### src/rtl/sysconfig_defs.svh
// Offsets, field positions, reset values and timing constants for the system configuration block
`ifndef SYSCONFIG_DEFS_SVH
`define SYSCONFIG_DEFS_SVH

`define ADDR_SYSTEM_OPTIONS      4'h0
`define ADDR_CLOCK_OUTPUT_CTRL   4'h1
`define ADDR_PART_IDENTITY_HIGH  4'h2
`define ADDR_PART_IDENTITY_LOW   4'h3
`define ADDR_WAKEUP_STATUS_CTRL  4'h4

`define OPT_WDOG_EN_BIT     7
`define OPT_WDOG_LONG_BIT   6
`define OPT_STOP_ALLOW_BIT  5
`define OPT_RESET_VALUE     8'hC0
`define OPT_IMPL_MASK       8'hE3

`define CLKOUT_EN_BIT       7
`define CLKOUT_DIV_HI       2
`define CLKOUT_DIV_W        3

`define WAKE_FLAG_BIT       7
`define WAKE_ACK_BIT        6
`define WAKE_CLKSEL_BIT     5
`define WAKE_IRQ_EN_BIT     4
`define WAKE_DELAY_HI       2
`define WAKE_DELAY_W        3

// Arbitrary part number, not a real device code
`define PART_ID_VALUE       12'h5A5
`define PART_ID_HIGH_SHIFT  8
`define ID_HIGH_RESERVED    4'h0

`define INT_OSC_PERIOD_NS   1000000
`define CLK_PERIOD_NS       4
`define INT_TICK_CYCLES     (`INT_OSC_PERIOD_NS / `CLK_PERIOD_NS)
`define WAKE_CNT_W          26

// Wakeup periods in internal 1 ms ticks, delay codes 1 to 7
`define WAKE_INT_TICKS_1    16'h0008
`define WAKE_INT_TICKS_2    16'h0020
`define WAKE_INT_TICKS_3    16'h0040
`define WAKE_INT_TICKS_4    16'h0080
`define WAKE_INT_TICKS_5    16'h0100
`define WAKE_INT_TICKS_6    16'h0200
`define WAKE_INT_TICKS_7    16'h0400

// Wakeup periods in external clock edges, delay codes 1 to 7
`define WAKE_EXT_EDGES_1    16'h0100
`define WAKE_EXT_EDGES_2    16'h0400
`define WAKE_EXT_EDGES_3    16'h0800
`define WAKE_EXT_EDGES_4    16'h1000
`define WAKE_EXT_EDGES_5    16'h2000
`define WAKE_EXT_EDGES_6    16'h4000
`define WAKE_EXT_EDGES_7    16'h8000

`endif

### src/rtl/sysconfig_pkg.sv
// Types shared by the system configuration block
package sysconfig_pkg;
    typedef logic [7:0] byte_t;
    typedef logic [2:0] delay_sel_t;
endpackage

### src/rtl/clock_output_divider.sv
// Clock-output divider that toggles every divide-select bus cycles
`timescale 1ns/1ps
`include "sysconfig_defs.svh"
module clock_output_divider
(
    input  wire logic                       clk_i,      // Bus clock
    input  wire logic                       reset_i,    // Sync reset
    input  wire logic                       enable_i,   // Pin enable
    input  wire logic [`CLKOUT_DIV_W-1:0]   divide_i,   // Divide select
    output logic                            clk_out_o,  // Pin level
    output logic                            clk_oe_o    // Pin drive enable
);
    logic [`CLKOUT_DIV_W-1:0] count_reg;
    logic                     level_reg;

    // Half period of divide cycles gives bus/(2*divide)
    always_ff @(posedge clk_i)
    begin
        if (reset_i || !enable_i || divide_i == '0)
        begin
            count_reg <= '0;
            level_reg <= 1'b0;
        end
        else if (count_reg >= divide_i - 1'b1)
        begin
            count_reg <= '0;
            level_reg <= ~level_reg;
        end
        else
        begin
            count_reg <= count_reg + 1'b1;
        end
    end

    always_ff @(posedge clk_i)
    begin
        if (reset_i)
            clk_oe_o <= 1'b0;
        else
            clk_oe_o <= enable_i;
    end

    assign clk_out_o = level_reg;
endmodule

### src/rtl/system_config_and_periodic_wakeup.sv
// System configuration register bank with clock output and periodic wakeup
//
// Function
// - Options readable; bits 4,3,2 read zero
// - Options accept only first write after reset
// - Bit 7 watchdog enable, resets to one
// - Bit 6 watchdog long timeout, resets one
// - Bit 5 stop allow, resets to zero
// - Stop while disallowed forces illegal-opcode reset
// - Pin enable drives clock out on pin
// - Zero divide select drives pin low
// - Identity pair read-only, high nibble reserved
// - Identity pair returns fixed 12-bit number
// - Wakeup register unimplemented bits read zero
// - Bit 7 flag set on wakeup timeout
// - Writing one to bit 6 clears flag
// - Bit 5 selects internal or external clock
// - Internal wakeup clock runs independently always
// - Bit 4 enables wakeup interrupt
// - Internal delay codes 8 ms to 1.024 s
// - External delay codes divide 256 to 32768
`timescale 1ns/1ps
`include "sysconfig_defs.svh"
module system_config_and_periodic_wakeup
(
    input  wire logic        clk_i,                   // Bus clock, 250 MHz
    input  wire logic        reset_i,                 // Sync reset, active high
    input  wire logic [3:0]  addr_i,                  // Register address
    input  wire logic [7:0]  wdata_i,                 // Write data
    input  wire logic        write_i,                 // Write strobe
    input  wire logic        read_i,                  // Read strobe
    output logic      [7:0]  rdata_o,                 // Read data, next cycle
    input  wire logic        ext_clk_i,               // External wakeup clock pin
    input  wire logic        stop_request_i,          // Stop instruction executed
    output logic             stop_enter_o,            // Enter stop mode pulse
    output logic             illegal_opcode_reset_o,  // Reset request pulse
    output logic             watchdog_enable_o,       // Watchdog enabled
    output logic             watchdog_long_timeout_o, // Long watchdog period
    output logic             port_c_bit2_pin_o,       // Clock output level
    output logic             port_c_bit2_pin_oe_o,    // Clock output drive enable
    output logic             periodic_wakeup_interrupt_o // Wakeup request level
);
    ////////////////////////////////////////////////////////////////////////////
    sysconfig_pkg::byte_t       system_options_reg;
    logic                       options_locked_reg;
    logic                       clock_output_pin_enable_reg;
    sysconfig_pkg::delay_sel_t  clock_output_divide_select_reg;
    logic                       wakeup_timeout_flag_reg;
    logic                       wakeup_clock_select_reg;
    logic                       wakeup_interrupt_enable_reg;
    sysconfig_pkg::delay_sel_t  wakeup_delay_select_reg;
    logic                       timeout;
    logic                       ack;
    sysconfig_pkg::byte_t       rdata_next;

    function automatic logic hit(input logic [3:0] a, input logic [3:0] target);
        return a == target;
    endfunction

    ////////////////////////////////////////////////////////////////////////////
    // Options: write-once, lock survives until reset
    always_ff @(posedge clk_i)
    begin
        if (reset_i)
        begin
            system_options_reg <= `OPT_RESET_VALUE;
            options_locked_reg <= 1'b0;
        end
        else if (write_i && hit(addr_i, `ADDR_SYSTEM_OPTIONS) && !options_locked_reg)
        begin
            system_options_reg <= wdata_i & `OPT_IMPL_MASK;
            options_locked_reg <= 1'b1;
        end
    end

    assign watchdog_enable_o       = system_options_reg[`OPT_WDOG_EN_BIT];
    assign watchdog_long_timeout_o = system_options_reg[`OPT_WDOG_LONG_BIT];

    // Stop gating; input is same-clock core logic
    always_ff @(posedge clk_i)
    begin
        if (reset_i)
        begin
            stop_enter_o           <= 1'b0;
            illegal_opcode_reset_o <= 1'b0;
        end
        else
        begin
            stop_enter_o <= stop_request_i & system_options_reg[`OPT_STOP_ALLOW_BIT];
            illegal_opcode_reset_o <= stop_request_i
                                    & ~system_options_reg[`OPT_STOP_ALLOW_BIT];
        end
    end

    ////////////////////////////////////////////////////////////////////////////
    always_ff @(posedge clk_i)
    begin
        if (reset_i)
        begin
            clock_output_pin_enable_reg    <= 1'b0;
            clock_output_divide_select_reg <= '0;
        end
        else if (write_i && hit(addr_i, `ADDR_CLOCK_OUTPUT_CTRL))
        begin
            clock_output_pin_enable_reg    <= wdata_i[`CLKOUT_EN_BIT];
            clock_output_divide_select_reg <= wdata_i[`CLKOUT_DIV_HI:0];
        end
    end

    clock_output_divider u_clock_output_divider
    (
        .clk_i     (clk_i),
        .reset_i   (reset_i),
        .enable_i  (clock_output_pin_enable_reg),
        .divide_i  (clock_output_divide_select_reg),
        .clk_out_o (port_c_bit2_pin_o),
        .clk_oe_o  (port_c_bit2_pin_oe_o)
    );

    ////////////////////////////////////////////////////////////////////////////
    assign ack = write_i && hit(addr_i, `ADDR_WAKEUP_STATUS_CTRL) && wdata_i[`WAKE_ACK_BIT];

    always_ff @(posedge clk_i)
    begin
        if (reset_i)
        begin
            wakeup_clock_select_reg     <= 1'b0;
            wakeup_interrupt_enable_reg <= 1'b0;
            wakeup_delay_select_reg     <= '0;
        end
        else if (write_i && hit(addr_i, `ADDR_WAKEUP_STATUS_CTRL))
        begin
            wakeup_clock_select_reg     <= wdata_i[`WAKE_CLKSEL_BIT];
            wakeup_interrupt_enable_reg <= wdata_i[`WAKE_IRQ_EN_BIT];
            wakeup_delay_select_reg     <= wdata_i[`WAKE_DELAY_HI:0];
        end
    end

    // Timeout beats a same-cycle acknowledge so no event is lost
    always_ff @(posedge clk_i)
    begin
        if (reset_i)
            wakeup_timeout_flag_reg <= 1'b0;
        else if (timeout)
            wakeup_timeout_flag_reg <= 1'b1;
        else if (ack)
            wakeup_timeout_flag_reg <= 1'b0;
    end

    assign periodic_wakeup_interrupt_o = wakeup_timeout_flag_reg
                                       & wakeup_interrupt_enable_reg;

    wakeup_timer u_wakeup_timer
    (
        .clk_i     (clk_i),
        .reset_i   (reset_i),
        .ext_clk_i (ext_clk_i),
        .clk_sel_i (wakeup_clock_select_reg),
        .delay_i   (wakeup_delay_select_reg),
        .timeout_o (timeout)
    );

    ////////////////////////////////////////////////////////////////////////////
    always_comb
    begin
        rdata_next = 8'h00;
        case (addr_i)
            `ADDR_SYSTEM_OPTIONS:     rdata_next = system_options_reg;
            `ADDR_CLOCK_OUTPUT_CTRL:  rdata_next = {clock_output_pin_enable_reg, 4'h0,
                                                   clock_output_divide_select_reg};
            // Reserved nibble reads a fixed value; writes never land here
            `ADDR_PART_IDENTITY_HIGH: rdata_next = {`ID_HIGH_RESERVED,
                                                   4'(`PART_ID_VALUE >> `PART_ID_HIGH_SHIFT)};
            `ADDR_PART_IDENTITY_LOW:  rdata_next = 8'(`PART_ID_VALUE);
            `ADDR_WAKEUP_STATUS_CTRL: rdata_next = {wakeup_timeout_flag_reg, 1'b0,
                                                   wakeup_clock_select_reg,
                                                   wakeup_interrupt_enable_reg, 1'b0,
                                                   wakeup_delay_select_reg};
            default:                  rdata_next = 8'h00;
        endcase
    end

    always_ff @(posedge clk_i)
    begin
        if (reset_i)
            rdata_o <= 8'h00;
        else if (read_i)
            rdata_o <= rdata_next;
        else
            rdata_o <= 8'h00;
    end
endmodule

### src/rtl/wakeup_timer.sv
// Periodic wakeup timer: free internal 1 kHz tick or divided external clock
`timescale 1ns/1ps
`include "sysconfig_defs.svh"
module wakeup_timer
(
    input  wire logic                     clk_i,       // Bus clock
    input  wire logic                     reset_i,     // Sync reset
    input  wire logic                     ext_clk_i,   // External clock pin
    input  wire logic                     clk_sel_i,   // 1 = external
    input  wire logic [`WAKE_DELAY_W-1:0] delay_i,     // Delay select
    output logic                          timeout_o    // One-cycle pulse
);
    logic [`WAKE_CNT_W-1:0] tick_cnt_reg;
    logic                   int_tick;
    logic [2:0]             ext_sync_reg;
    logic                   ext_tick;
    logic                   tick;
    logic [15:0]            period_cnt_reg;
    logic [15:0]            period;

    function automatic logic [15:0] period_of(input logic ext, input logic [2:0] sel);
        logic [15:0] p;
        p = 16'h0000;
        if (ext)
        begin
            case (sel)
                3'h1: p = `WAKE_EXT_EDGES_1;
                3'h2: p = `WAKE_EXT_EDGES_2;
                3'h3: p = `WAKE_EXT_EDGES_3;
                3'h4: p = `WAKE_EXT_EDGES_4;
                3'h5: p = `WAKE_EXT_EDGES_5;
                3'h6: p = `WAKE_EXT_EDGES_6;
                3'h7: p = `WAKE_EXT_EDGES_7;
                default: p = 16'h0000;
            endcase
        end
        else
        begin
            case (sel)
                3'h1: p = `WAKE_INT_TICKS_1;
                3'h2: p = `WAKE_INT_TICKS_2;
                3'h3: p = `WAKE_INT_TICKS_3;
                3'h4: p = `WAKE_INT_TICKS_4;
                3'h5: p = `WAKE_INT_TICKS_5;
                3'h6: p = `WAKE_INT_TICKS_6;
                3'h7: p = `WAKE_INT_TICKS_7;
                default: p = 16'h0000;
            endcase
        end
        return p;
    endfunction

    // Internal tick never stops, whatever else is configured
    always_ff @(posedge clk_i)
    begin
        if (reset_i || tick_cnt_reg == `WAKE_CNT_W'(`INT_TICK_CYCLES - 1))
            tick_cnt_reg <= '0;
        else
            tick_cnt_reg <= tick_cnt_reg + 1'b1;
    end
    assign int_tick = (tick_cnt_reg == `WAKE_CNT_W'(`INT_TICK_CYCLES - 1));

    // Pin passes two flops before the edge detector
    always_ff @(posedge clk_i)
    begin
        if (reset_i)
            ext_sync_reg <= 3'h0;
        else
            ext_sync_reg <= {ext_sync_reg[1:0], ext_clk_i};
    end
    assign ext_tick = ext_sync_reg[1] & ~ext_sync_reg[2];

    assign tick   = clk_sel_i ? ext_tick : int_tick;
    assign period = period_of(clk_sel_i, delay_i);

    always_ff @(posedge clk_i)
    begin
        if (reset_i || period == 16'h0000)
        begin
            period_cnt_reg <= '0;
            timeout_o      <= 1'b0;
        end
        else if (tick && period_cnt_reg >= period - 16'h0001)
        begin
            period_cnt_reg <= '0;
            timeout_o      <= 1'b1;
        end
        else
        begin
            if (tick)
                period_cnt_reg <= period_cnt_reg + 16'h0001;
            timeout_o <= 1'b0;
        end
    end
endmodule

### config.mk
export PLATFORM = sky130hd
export DESIGN_NAME = system_config_and_periodic_wakeup
export DESIGN_NICKNAME = d
export VERILOG_FILES = /design/src/rtl/sysconfig_pkg.sv /design/src/rtl/clock_output_divider.sv /design/src/rtl/system_config_and_periodic_wakeup.sv /design/src/rtl/wakeup_timer.sv
export VERILOG_INCLUDE_DIRS = /design/src /design/src/rtl
export SDC_FILE = /design/constraint.sdc
export NUM_CORES = 1
export LEC_CHECK = 0
export BUFFER_PORTS_ARGS = -buffer_cell sky130_fd_sc_hd__buf_2
export CAP_MARGIN = 25
export CORE_MARGIN = 3
export CORE_UTILIZATION = 59
export CTS_CLUSTER_SIZE = 14
export DETAILED_ROUTE_END_ITERATION = 10
export PLACE_DENSITY = 0.76
export SYNTH_ARGS = -nofsm -noshare
export SYNTH_HDL_FRONTEND = slang
export SYNTH_SLANG_ARGS = --single-unit
### constraint.sdc
create_clock -name clk_i -period 3.5 [get_ports clk_i]
set_input_delay 0.7 -clock clk_i [delete_from_list [all_inputs] [get_ports clk_i]]
set_output_delay 0.7 -clock clk_i [all_outputs]
set_load 0.01 [all_outputs]
After elaboration in Yosys (flattened, before gate mapping):

Index checks and enable logic that the tools add are counted.

* memory bits (read-only): 0
* bits in latches: 0
* memories: 0
* bits of input ports: 18
* output and inout bits: 15
* memory bits (writable): 0
* register bits: 77
* word-level logic and storage cells: 72

* $add $sub $neg: 5
* order comparisons: 2
* divide/modulo/power cells: 0
* multipliers: 0
* bitwise logic cells: 8
* reduce and logical (&&, ||, !) cells: 19
* shift operators: 0
* multiplexer cells: 8
* equal/unequal tests: 12

Operators with widths (count)
* $pmux W16 S7: 1
* $pmux W11 S7: 1
* $pmux W8 S5: 1
* $add A26 B1 Y26 const B: 1
* $eq A26 B18 Y1 const B: 1
* $add A16 B1 Y16 const B: 1
* $ge A16 B16 Y1: 1
* $logic_not A16 Y1: 1
* $mux W16: 1
* $sub A16 B1 Y16 const B: 1
* $eq A3 B3 Y1 const B: 4
* $eq A4 B2 Y1 const B: 2
* $eq A3 B2 Y1 const B: 2
* $logic_and A1 B1 Y1: 6
* $reduce_or A2 Y1: 3
* $and A1 B1 Y1: 4
* $eq A4 B1 Y1 const B: 1
* $eq A4 B3 Y1 const B: 1
* $logic_not A4 Y1: 1
* $logic_or A1 B1 Y1: 4
* $mux W1: 4
* $not A1 Y1: 4
* $add A3 B1 Y3 const B: 1
* $eq A3 B1 Y1 const B: 1
* other kinds (5): 6

Depth between registers and ports, before layout:

Gate-level depths: netlist of run 1.

* depth in word-level cells: 7
* gate-level depth with buffers: 17

Cells and area by module:

A second synthesis of run 1 with hierarchy kept.

* cell total of the unflattened synthesis: 457
* area, all modules: 3996.3 um^2

By module, submodules not included
* wakeup_timer: seq. area each 920.9 um^2, cells each 310, instances 1, area an instance 2581.2 um^2
* system_config_and_periodic_wakeup: seq. area each 500.5 um^2, cells each 118, instances 1, area an instance 1126.1 um^2
* clock_output_divider: seq. area each 100.1 um^2, cells each 29, instances 1, area an instance 289.0 um^2

Worst setup path before layout of run 1:

No wires, ideal clock.

* path kind: register to register
* start: reg wakeup_delay_select_reg[2]
* end: reg u_wakeup_timer.period_cnt_reg[0]
* data arrival time: 2.970 ns
* stages on the path, launching flop included: 18
* path buffers: 2
* clock period less this slack: 3.087 ns
* required time: 3.383 ns
* setup slack: 0.413 ns
* library setup time: 0.117 ns
* path through: dfxtp_1 -> clkbuf_1 -> nor2_1 -> nand2_1 -> or2_2 -> ha_1 -> inv_1 -> nand3_1 -> o21ai_0 -> a32o_1 -> a21oi_1 -> ha_1 -> nand2_1 -> nor4_1 -> a221oi_1 -> o21ai_1 -> buf_2 -> nor2_1

* word-level cells in the longest chain between the ends: 7
* elaborated cells on any way between the ends: 16
* those cells by class: 1 x add/sub; 1 x order compare; 7 x eq/ne; 3 x mux; 4 x reduce/logical

RTL lines
* from (decl): line system_config_and_periodic_wakeup.sv:51 `sysconfig_pkg::delay_sel_t wakeup_delay_select_reg;`
* from (signal assigned): line system_config_and_periodic_wakeup.sv:135 `` wakeup_delay_select_reg <= wdata_i[`WAKE_DELAY_HI:0]; ``
* $eq A3 B3 Y1, or another cell as far along: line wakeup_timer.sv:26, wakeup_timer.sv:39
* $pmux W11 S7 / $pmux W16 S7 (equally long branches): line wakeup_timer.sv:39, wakeup_timer.sv:26
* $mux W16 *: line wakeup_timer.sv:24 `if (ext)`
* $sub A16 B1 Y16: line wakeup_timer.sv:83 `else if (tick && period_cnt_reg >= period - 16'h0001)`
* $ge A16 B16 Y1: line wakeup_timer.sv:83
* $logic_and A1 B1 Y1: line wakeup_timer.sv:83
* $reduce_or A2 Y1 (no source line) *
* to (signal assigned): line wakeup_timer.sv:91 `period_cnt_reg <= period_cnt_reg + 16'h0001;`
* to (decl): line wakeup_timer.sv:18 `logic [15:0] period_cnt_reg;`

Every way passes the cells marked *; elsewhere a longest branch is shown, timed or not.
A chain may end at the register's enable or synchronous reset.

Final worst setup path of run 1:

* start: reg wakeup_delay_select_reg[2]
* end: reg u_wakeup_timer.period_cnt_reg[3]

The elaborated chain is that of the path after synthesis.

==> flow_summary.yaml, run 1 <==
drt:
  avgViaCountPerCell: 5.78
  wl_per_cell_um: 13.7
  num_vias: 3149
  drtPass1Iterations: 4
  drt-initial-drc-count: 178
  drcViolationCount: 0
  final_antenna_net_count: 0
  wirelength_um: 7450
synth:
  syn_inst: 439
  syn_area_mm2: 0.00377
  synth_top_area_share_pct: 40.3
  ys_ff_latch: 76
  yosys_warnings: 0
  yosysTopAreaCell: "dfxtp_1"
  ys_types: 49
  synth_edf_count: 0
  synthesis.nets: 480
  synthTopCellsByArea: "dfxtp_1 (40%), ha_1 (7.6%), nor2_1 (6.4%), xor2_1 (4.6%), a21oi_1 (4.1%)"
  async_flop_share_pct: 0
  synth_seq_area_share_pct: 40.3
  synthFlopType: "dfxtp_1"
  synth.avg_cell_area_um2: 8.59
pwr:
  switching_power_uw: 374
  power.density_mw_per_mm2: 404
  switching_share_pct: 22.0
  max-vdd-ir-drop_mv: 0.266
  power.internal_uw: 1320
  pwr-share-comb_pct: 4.1
  p_leak_uw: 0.00180
  power_frac_seq_pct: 51.7
  power.share.clock_pct: 44.2
sta:
  fin_setup_tns_ns: 0
  drv_slew: 0
  finalSetupViolations: 0
  tightest_slew_ns: 0.908
  finalClockSkew_ns: 0.00872
  finalHoldViolCount: 0
  rsz0062_at_grt: "no"
  max_freq_mhz: 325
  final.min_clock_period_ns: 3.08
  fin_crit_sh_pct: 87.9
  relSlewSlack_pct: 39.5
floorplanning:
  ios: 33
  die-width_um: 86.0
  core_area_mm2: 0.00606
  std_cell_rows: 28
  die_area_mm2: 0.00739
  die_h_um: 86.0
  start_util_pct: 62.2
critical_path:
  cp_max_fo: 13
  r2r_start: "wakeup_delay_select_reg[2]$_SDFFE_PP0P_"
  startpoint_type: "flip-flop"
  r2r_cells: 15
  r2r_setup_slack_ns: 0.42
  crit_type: "flip-flop to flip-flop"
  r2r_end: "u_wakeup_timer.period_cnt_reg[3]$_SDFFE_PP0P_"
  cp-startpoint: "wakeup_delay_select_reg[2]$_SDFFE_PP0P_"
  worstSetupEndpointType: "flip-flop"
  worstPathRequired_ns: 3.78
  crit_end: "u_wakeup_timer.period_cnt_reg[3]$_SDFFE_PP0P_"
  crit_arrival_ns: 3.36
clock_tree:
  clock_path_buffers: 2
  htreeDepth: 3
  cts_resized: 0
  clock_sinks: 76
  path_clk_slew_ns: 0.08
  cts_tree: "yes"
  post_cts_buffers: 0
  clk_latency_ns: 0.35
  hold_buffers: 0
  root_buffer: "clkbuf_8"
  numCtsBuffers: 9
flow_run:
  maxCapViolCount: 0
placement:
  hpwlAfterDp_um: 5220
  place.port_buffers: 30
  place.gp.congestion: 0.778
layout:
  post-route-util_pct: 69.4
  num_antenna_cells: 0
  syn2layout_area_growth_pct: 11.5
  nNetsFinal: 506
  largest_reg_flops: 26
  drive_above_1_share_pct: 12.6
run_status:
  status: "finished, final reports clean"
global_route:
  grt_pass1_wl_um: 12900
  grt_start_max_net_pins: 27
  grt_pass1_vias: 2917
  overflow: 0
  grt_use_total_pct: 21.6
  antenna_found_initial: 0
worst_hold_path:
  hp-class: "flip-flop to flip-flop"
==> worst min-delay path by stage <==
| stage | startpoint | endpoint | slack, ns | cells after the start |
|---|---|---|---|---|
| after global routing | u_wakeup_timer.timeout_o$_SDFF_PP0_ | wakeup_timeout_flag_reg$_SDFFE_PP0P_ | 0.46 | 2 |
| after floorplan | u_wakeup_timer.timeout_o$_SDFF_PP0_ | wakeup_timeout_flag_reg$_SDFFE_PP0P_ | 0.41 | 2 |
| after global placement | u_wakeup_timer.timeout_o$_SDFF_PP0_ | wakeup_timeout_flag_reg$_SDFFE_PP0P_ | 0.42 | 2 |
| after detailed placement | u_wakeup_timer.timeout_o$_SDFF_PP0_ | wakeup_timeout_flag_reg$_SDFFE_PP0P_ | 0.42 | 2 |
| final | u_wakeup_timer.timeout_o$_SDFF_PP0_ | wakeup_timeout_flag_reg$_SDFFE_PP0P_ | 0.43 | 2 |
| after CTS | u_wakeup_timer.timeout_o$_SDFF_PP0_ | wakeup_timeout_flag_reg$_SDFFE_PP0P_ | 0.43 | 2 |
==> logic make-up after synthesis <==
kind of cell             after synthesis  share of synthesized area (%)
other                                  1                         0.0994
buffers and inverters                 37                           3.85
AND/OR/NAND/NOR                      187                           25.8
flip-flops                            76                           40.3
AO/OA/AOI/OAI                         68                           10.7
XOR/XNOR                              30                           6.97
multiplexers                          16                           4.31
adder cells (fa/ha/maj)               24                           7.89
==> layer usage <==
metal | GRT usage (%) | wire [um] | vias to the layer above
li1 | - | - | 1600
met1 | 28.4 | 3480 | 1482
met2 | 34.5 | 3550 | 56
met3 | 4.71 | 315 | 11
met4 | 8.35 | 107 | 0
met5 | 0 | 0 | -
==> layout by cell type (no fill, tap or decap), types with 5 or more instances in the layout <==
cell type / count
o21ai_0: 13
buf_4: 6
ha_1: 23
xor2_1: 20
dfxtp_1: 76
xnor2_1: 10
nand4_1: 13
nor4_1: 5
clkbuf_8: 10
or3_1: 9
and3_1: 16
nor2_1: 64
o31ai_1: 7
nor2b_1: 8
inv_1: 15
nand2_1: 20
nand3_1: 17
buf_2: 30
or4_1: 6
mux2i_1: 14
a21oi_1: 31
==> cell usage after synthesis (3+ instances only) <==
library cell / instances
dfxtp_1: 76
nor2_1: 64
a21oi_1: 31
ha_1: 23
nand2_1: 20
xor2_1: 20
clkbuf_1: 19
nand3_1: 17
and3_1: 16
inv_1: 15
mux2i_1: 14
nand4_1: 13
o21ai_0: 13
xnor2_1: 10
or3_1: 9
nor2b_1: 8
o31ai_1: 7
or4_1: 6
nor4_1: 5
a31oi_1: 4
and4_1: 4
nand2b_1: 4
nor3_1: 4
or2_2: 3
==> cell type report <==
| class | instances | area, um2 |
|---|---|---|
| tap | 75 | 93.8 |
| inverter | 15 | 56.3 |
| clock buffer | 11 | 141 |
| timing repair buffer | 37 | 206 |
| sequential | 76 | 1520 |
| clock inverter | 5 | 82.6 |
| fill | 505 | 1850 |
| multi-input combinational | 326 | 2110 |
==> power groups by stage <==
| stage | Combinational, uW | Clock (uW) | Sequential, uW |
|---|---|---|---|
| after floorplan | 46.5 | 0 | 898 |
| after global placement | 67.6 | 0 | 898 |
| after detailed placement | 69.5 | 0 | 899 |
| after CTS | 70.1 | 765 | 878 |
| after global routing | 79.8 | 796 | 879 |
| final | 70.0 | 750 | 878 |
==> worst max-delay path, cell delays in order (launching register included) <==
cell and delay [ns]:
dfxtp_1 0.31, nor2_1 0.14, nand2_1 0.09, or2_2 0.29
ha_1 0.24, inv_1 0.14, o21ai_0 0.10, a32o_1 0.21
a21oi_1 0.19, ha_1 0.25, nand2_1 0.07, o21ai_0 0.10
a221oi_1 0.33, o21ai_1 0.21, buf_6 0.20, a21oi_1 0.14
==> metrics by stage <==
step | std cells | hold slack (ns) | total power (uW) | area [um2] | setup WS (ns)
floorplan | 439 | 0.411 | 945 | 3770 | 0.413
global placement | 528 | 0.416 | 966 | 3970 | 0.0976
detailed placement | 529 | 0.421 | 968 | 3980 | 0.465
CTS | 545 | 0.431 | 1710 | 4210 | 0.439
global route | 545 | 0.462 | 1750 | 4210 | 0.180
finish | 545 | 0.427 | 1700 | 4210 | 0.423
Power figures use the tool's default switching activity.
==> run 2: changes to the inputs <==
--- a/config.mk
+++ b/config.mk
@@ -12,6 +12,7 @@
 export CORE_UTILIZATION = 59
 export CTS_CLUSTER_SIZE = 14
 export DETAILED_ROUTE_END_ITERATION = 10
+export MAX_ROUTING_LAYER = met4
 export PLACE_DENSITY = 0.76
 export SYNTH_ARGS = -nofsm -noshare
 export SYNTH_HDL_FRONTEND = slang
==> flow_summary.yaml, run 2 (synthesis gave the netlist of run 1 again) <==
sta:
  finalSetupViolations: 0
  finalClockSkew_ns: 0.00856
  fin_setup_tns_ns: 0
  drv_slew: 0
  max_freq_mhz: 326
  finalHoldViolCount: 0
  tightest_slew_ns: 0.905
  final.min_clock_period_ns: 3.07
  fin_crit_sh_pct: 87.7
  setup_ws_ns: 0.432
  rsz0062_at_grt: "no"
  relSlewSlack_pct: 39.7
global_route:
  grt_start_max_net_pins: 27
  grt_pass1_vias: 2912
  grt_use_total_pct: 22.2
  overflow: 0
  antenna_found_initial: 0
  grt_pass1_wl_um: 12900
worst_hold_path:
  hp-class: "flip-flop to flip-flop"
  min_from: "u_wakeup_timer.timeout_o$_SDFF_PP0_"
  hold_end: "wakeup_timeout_flag_reg$_SDFFE_PP0P_"
  min_path_cells: 2
clock_tree:
  clk_latency_ns: 0.35
  clock_path_buffers: 2
  root_buffer: "clkbuf_8"
  cts_tree: "yes"
  post_cts_buffers: 0
  path_clk_slew_ns: 0.08
  numCtsBuffers: 9
  cts_resized: 0
  htreeDepth: 3
  hold_buffers: 0
  clock_sinks: 76
critical_path:
  crit_type: "flip-flop to flip-flop"
  r2r_start: "wakeup_delay_select_reg[2]$_SDFFE_PP0P_"
  worstPathRequired_ns: 3.78
  crit_arrival_ns: 3.35
  worstSetupEndpointType: "flip-flop"
  cp-startpoint: "wakeup_delay_select_reg[2]$_SDFFE_PP0P_"
  cp_max_fo: 13
  startpoint_type: "flip-flop"
  r2r_cells: 15
  r2r_end: "u_wakeup_timer.period_cnt_reg[3]$_SDFFE_PP0P_"
  r2r_setup_slack_ns: 0.43
floorplanning:
  die_area_mm2: 0.00739
  ios: 33
  std_cell_rows: 28
  core_area_mm2: 0.00606
  die-width_um: 86.0
  die_h_um: 86.0
  start_util_pct: 62.2
layout:
  nFillCells: 505
  syn2layout_area_growth_pct: 11.5
  post-route-util_pct: 69.4
  largest_reg_flops: 26
  num_antenna_cells: 0
  nNetsFinal: 506
  final_cells: 545
  mostFrequentLayoutCell: "dfxtp_1"
  layout_common_cells: "dfxtp_1 (76), nor2_1 (64), a21oi_1 (31)"
  drive_above_1_share_pct: 12.6
placement:
  hpwlAfterDp_um: 5220
  place.port_buffers: 30
  dpl.cell_count: 529
  place.gp.congestion: 0.789
  dp_slack_ns: 0.465
drt:
  wirelength_um: 7430
  wl_per_cell_um: 13.6
  final_antenna_net_count: 0
  drt-initial-drc-count: 187
  num_vias: 3137
  avgViaCountPerCell: 5.76
  drtPass1Iterations: 4
  drcViolationCount: 0
pwr:
  power.density_mw_per_mm2: 403
  max-vdd-ir-drop_mv: 0.266
  p_leak_uw: 0.00180
run_status:
  status: "finished, final reports clean"
flow_run:
  maxCapViolCount: 0
run 2: cell counts in the layout (fill, tap and decap cells not counted):
No cell type changed its count.
run 2: per-stage QoR:
stage	power [uW]	hold slack (ns)	area [um2]
6_report	1700	0.427	4210
5_1_grt	1760	0.462	4210
4_1_cts	1710	0.431	4210
3_5_place_dp	968	0.421	3980
3_3_place_gp	966	0.416	3970
2_1_floorplan	945	0.411	3770
run 2: layer usage:
metal / share of wire [%] / wire length, um / GRT usage [%] / vias to the layer above
li1: - / - / - / 1599
met1: 47 / 3500 / 28.6 / 1474
met2: 48 / 3540 / 34.3 / 54
met3: 3.7 / 277 / 5.86 / 10
met4: 1.5 / 111 / 6.62 / 0
met5: 0 / 0 / - / -
run 2: power by group:
part / leakage (uW) / internal [uW] / total (uW) / switching [uW]
sequential: 0.000614 / 872 / 878 / 6.03
combinational: 0.00107 / 28.2 / 70.0 / 41.8
clock: 0.000114 / 424 / 749 / 325
run 2: final cells by class:
cell class,count,area [um2],area share (%)
clock buffers,11,141,3.36
multi-input cells,326,2110,50.0
inverters,15,56.3,1.34
well taps,75,93.8,2.23
clock inverters,5,82.6,1.96
flip-flops and latches,76,1520,36.2
repair buffers,37,206,4.91
run 2: worst max path at each step:
stage / to / depth (start not counted)
final: u_wakeup_timer.period_cnt_reg[3]$_SDFFE_PP0P_ / 15
after global routing: u_wakeup_timer.period_cnt_reg[13]$_SDFFE_PP0P_ / 16
after global placement: u_wakeup_timer.period_cnt_reg[1]$_SDFFE_PP0P_ / 15
after floorplan: u_wakeup_timer.period_cnt_reg[0]$_SDFFE_PP0P_ / 17
after detailed placement: u_wakeup_timer.period_cnt_reg[3]$_SDFFE_PP0P_ / 16
after CTS: u_wakeup_timer.period_cnt_reg[3]$_SDFFE_PP0P_ / 15
run 2: worst max-delay path, stage by stage, from the launching register on:
cell      delay [ns]
dfxtp_1         0.31
nor2_1          0.14
nand2_1         0.09
or2_2           0.29
ha_1            0.24
inv_1           0.14
o21ai_0         0.10
a32o_1          0.21
a21oi_1         0.19
ha_1            0.25
nand2_1         0.07
o21ai_0         0.10
a221oi_1        0.33
o21ai_1         0.21
buf_6           0.20
a21oi_1         0.13
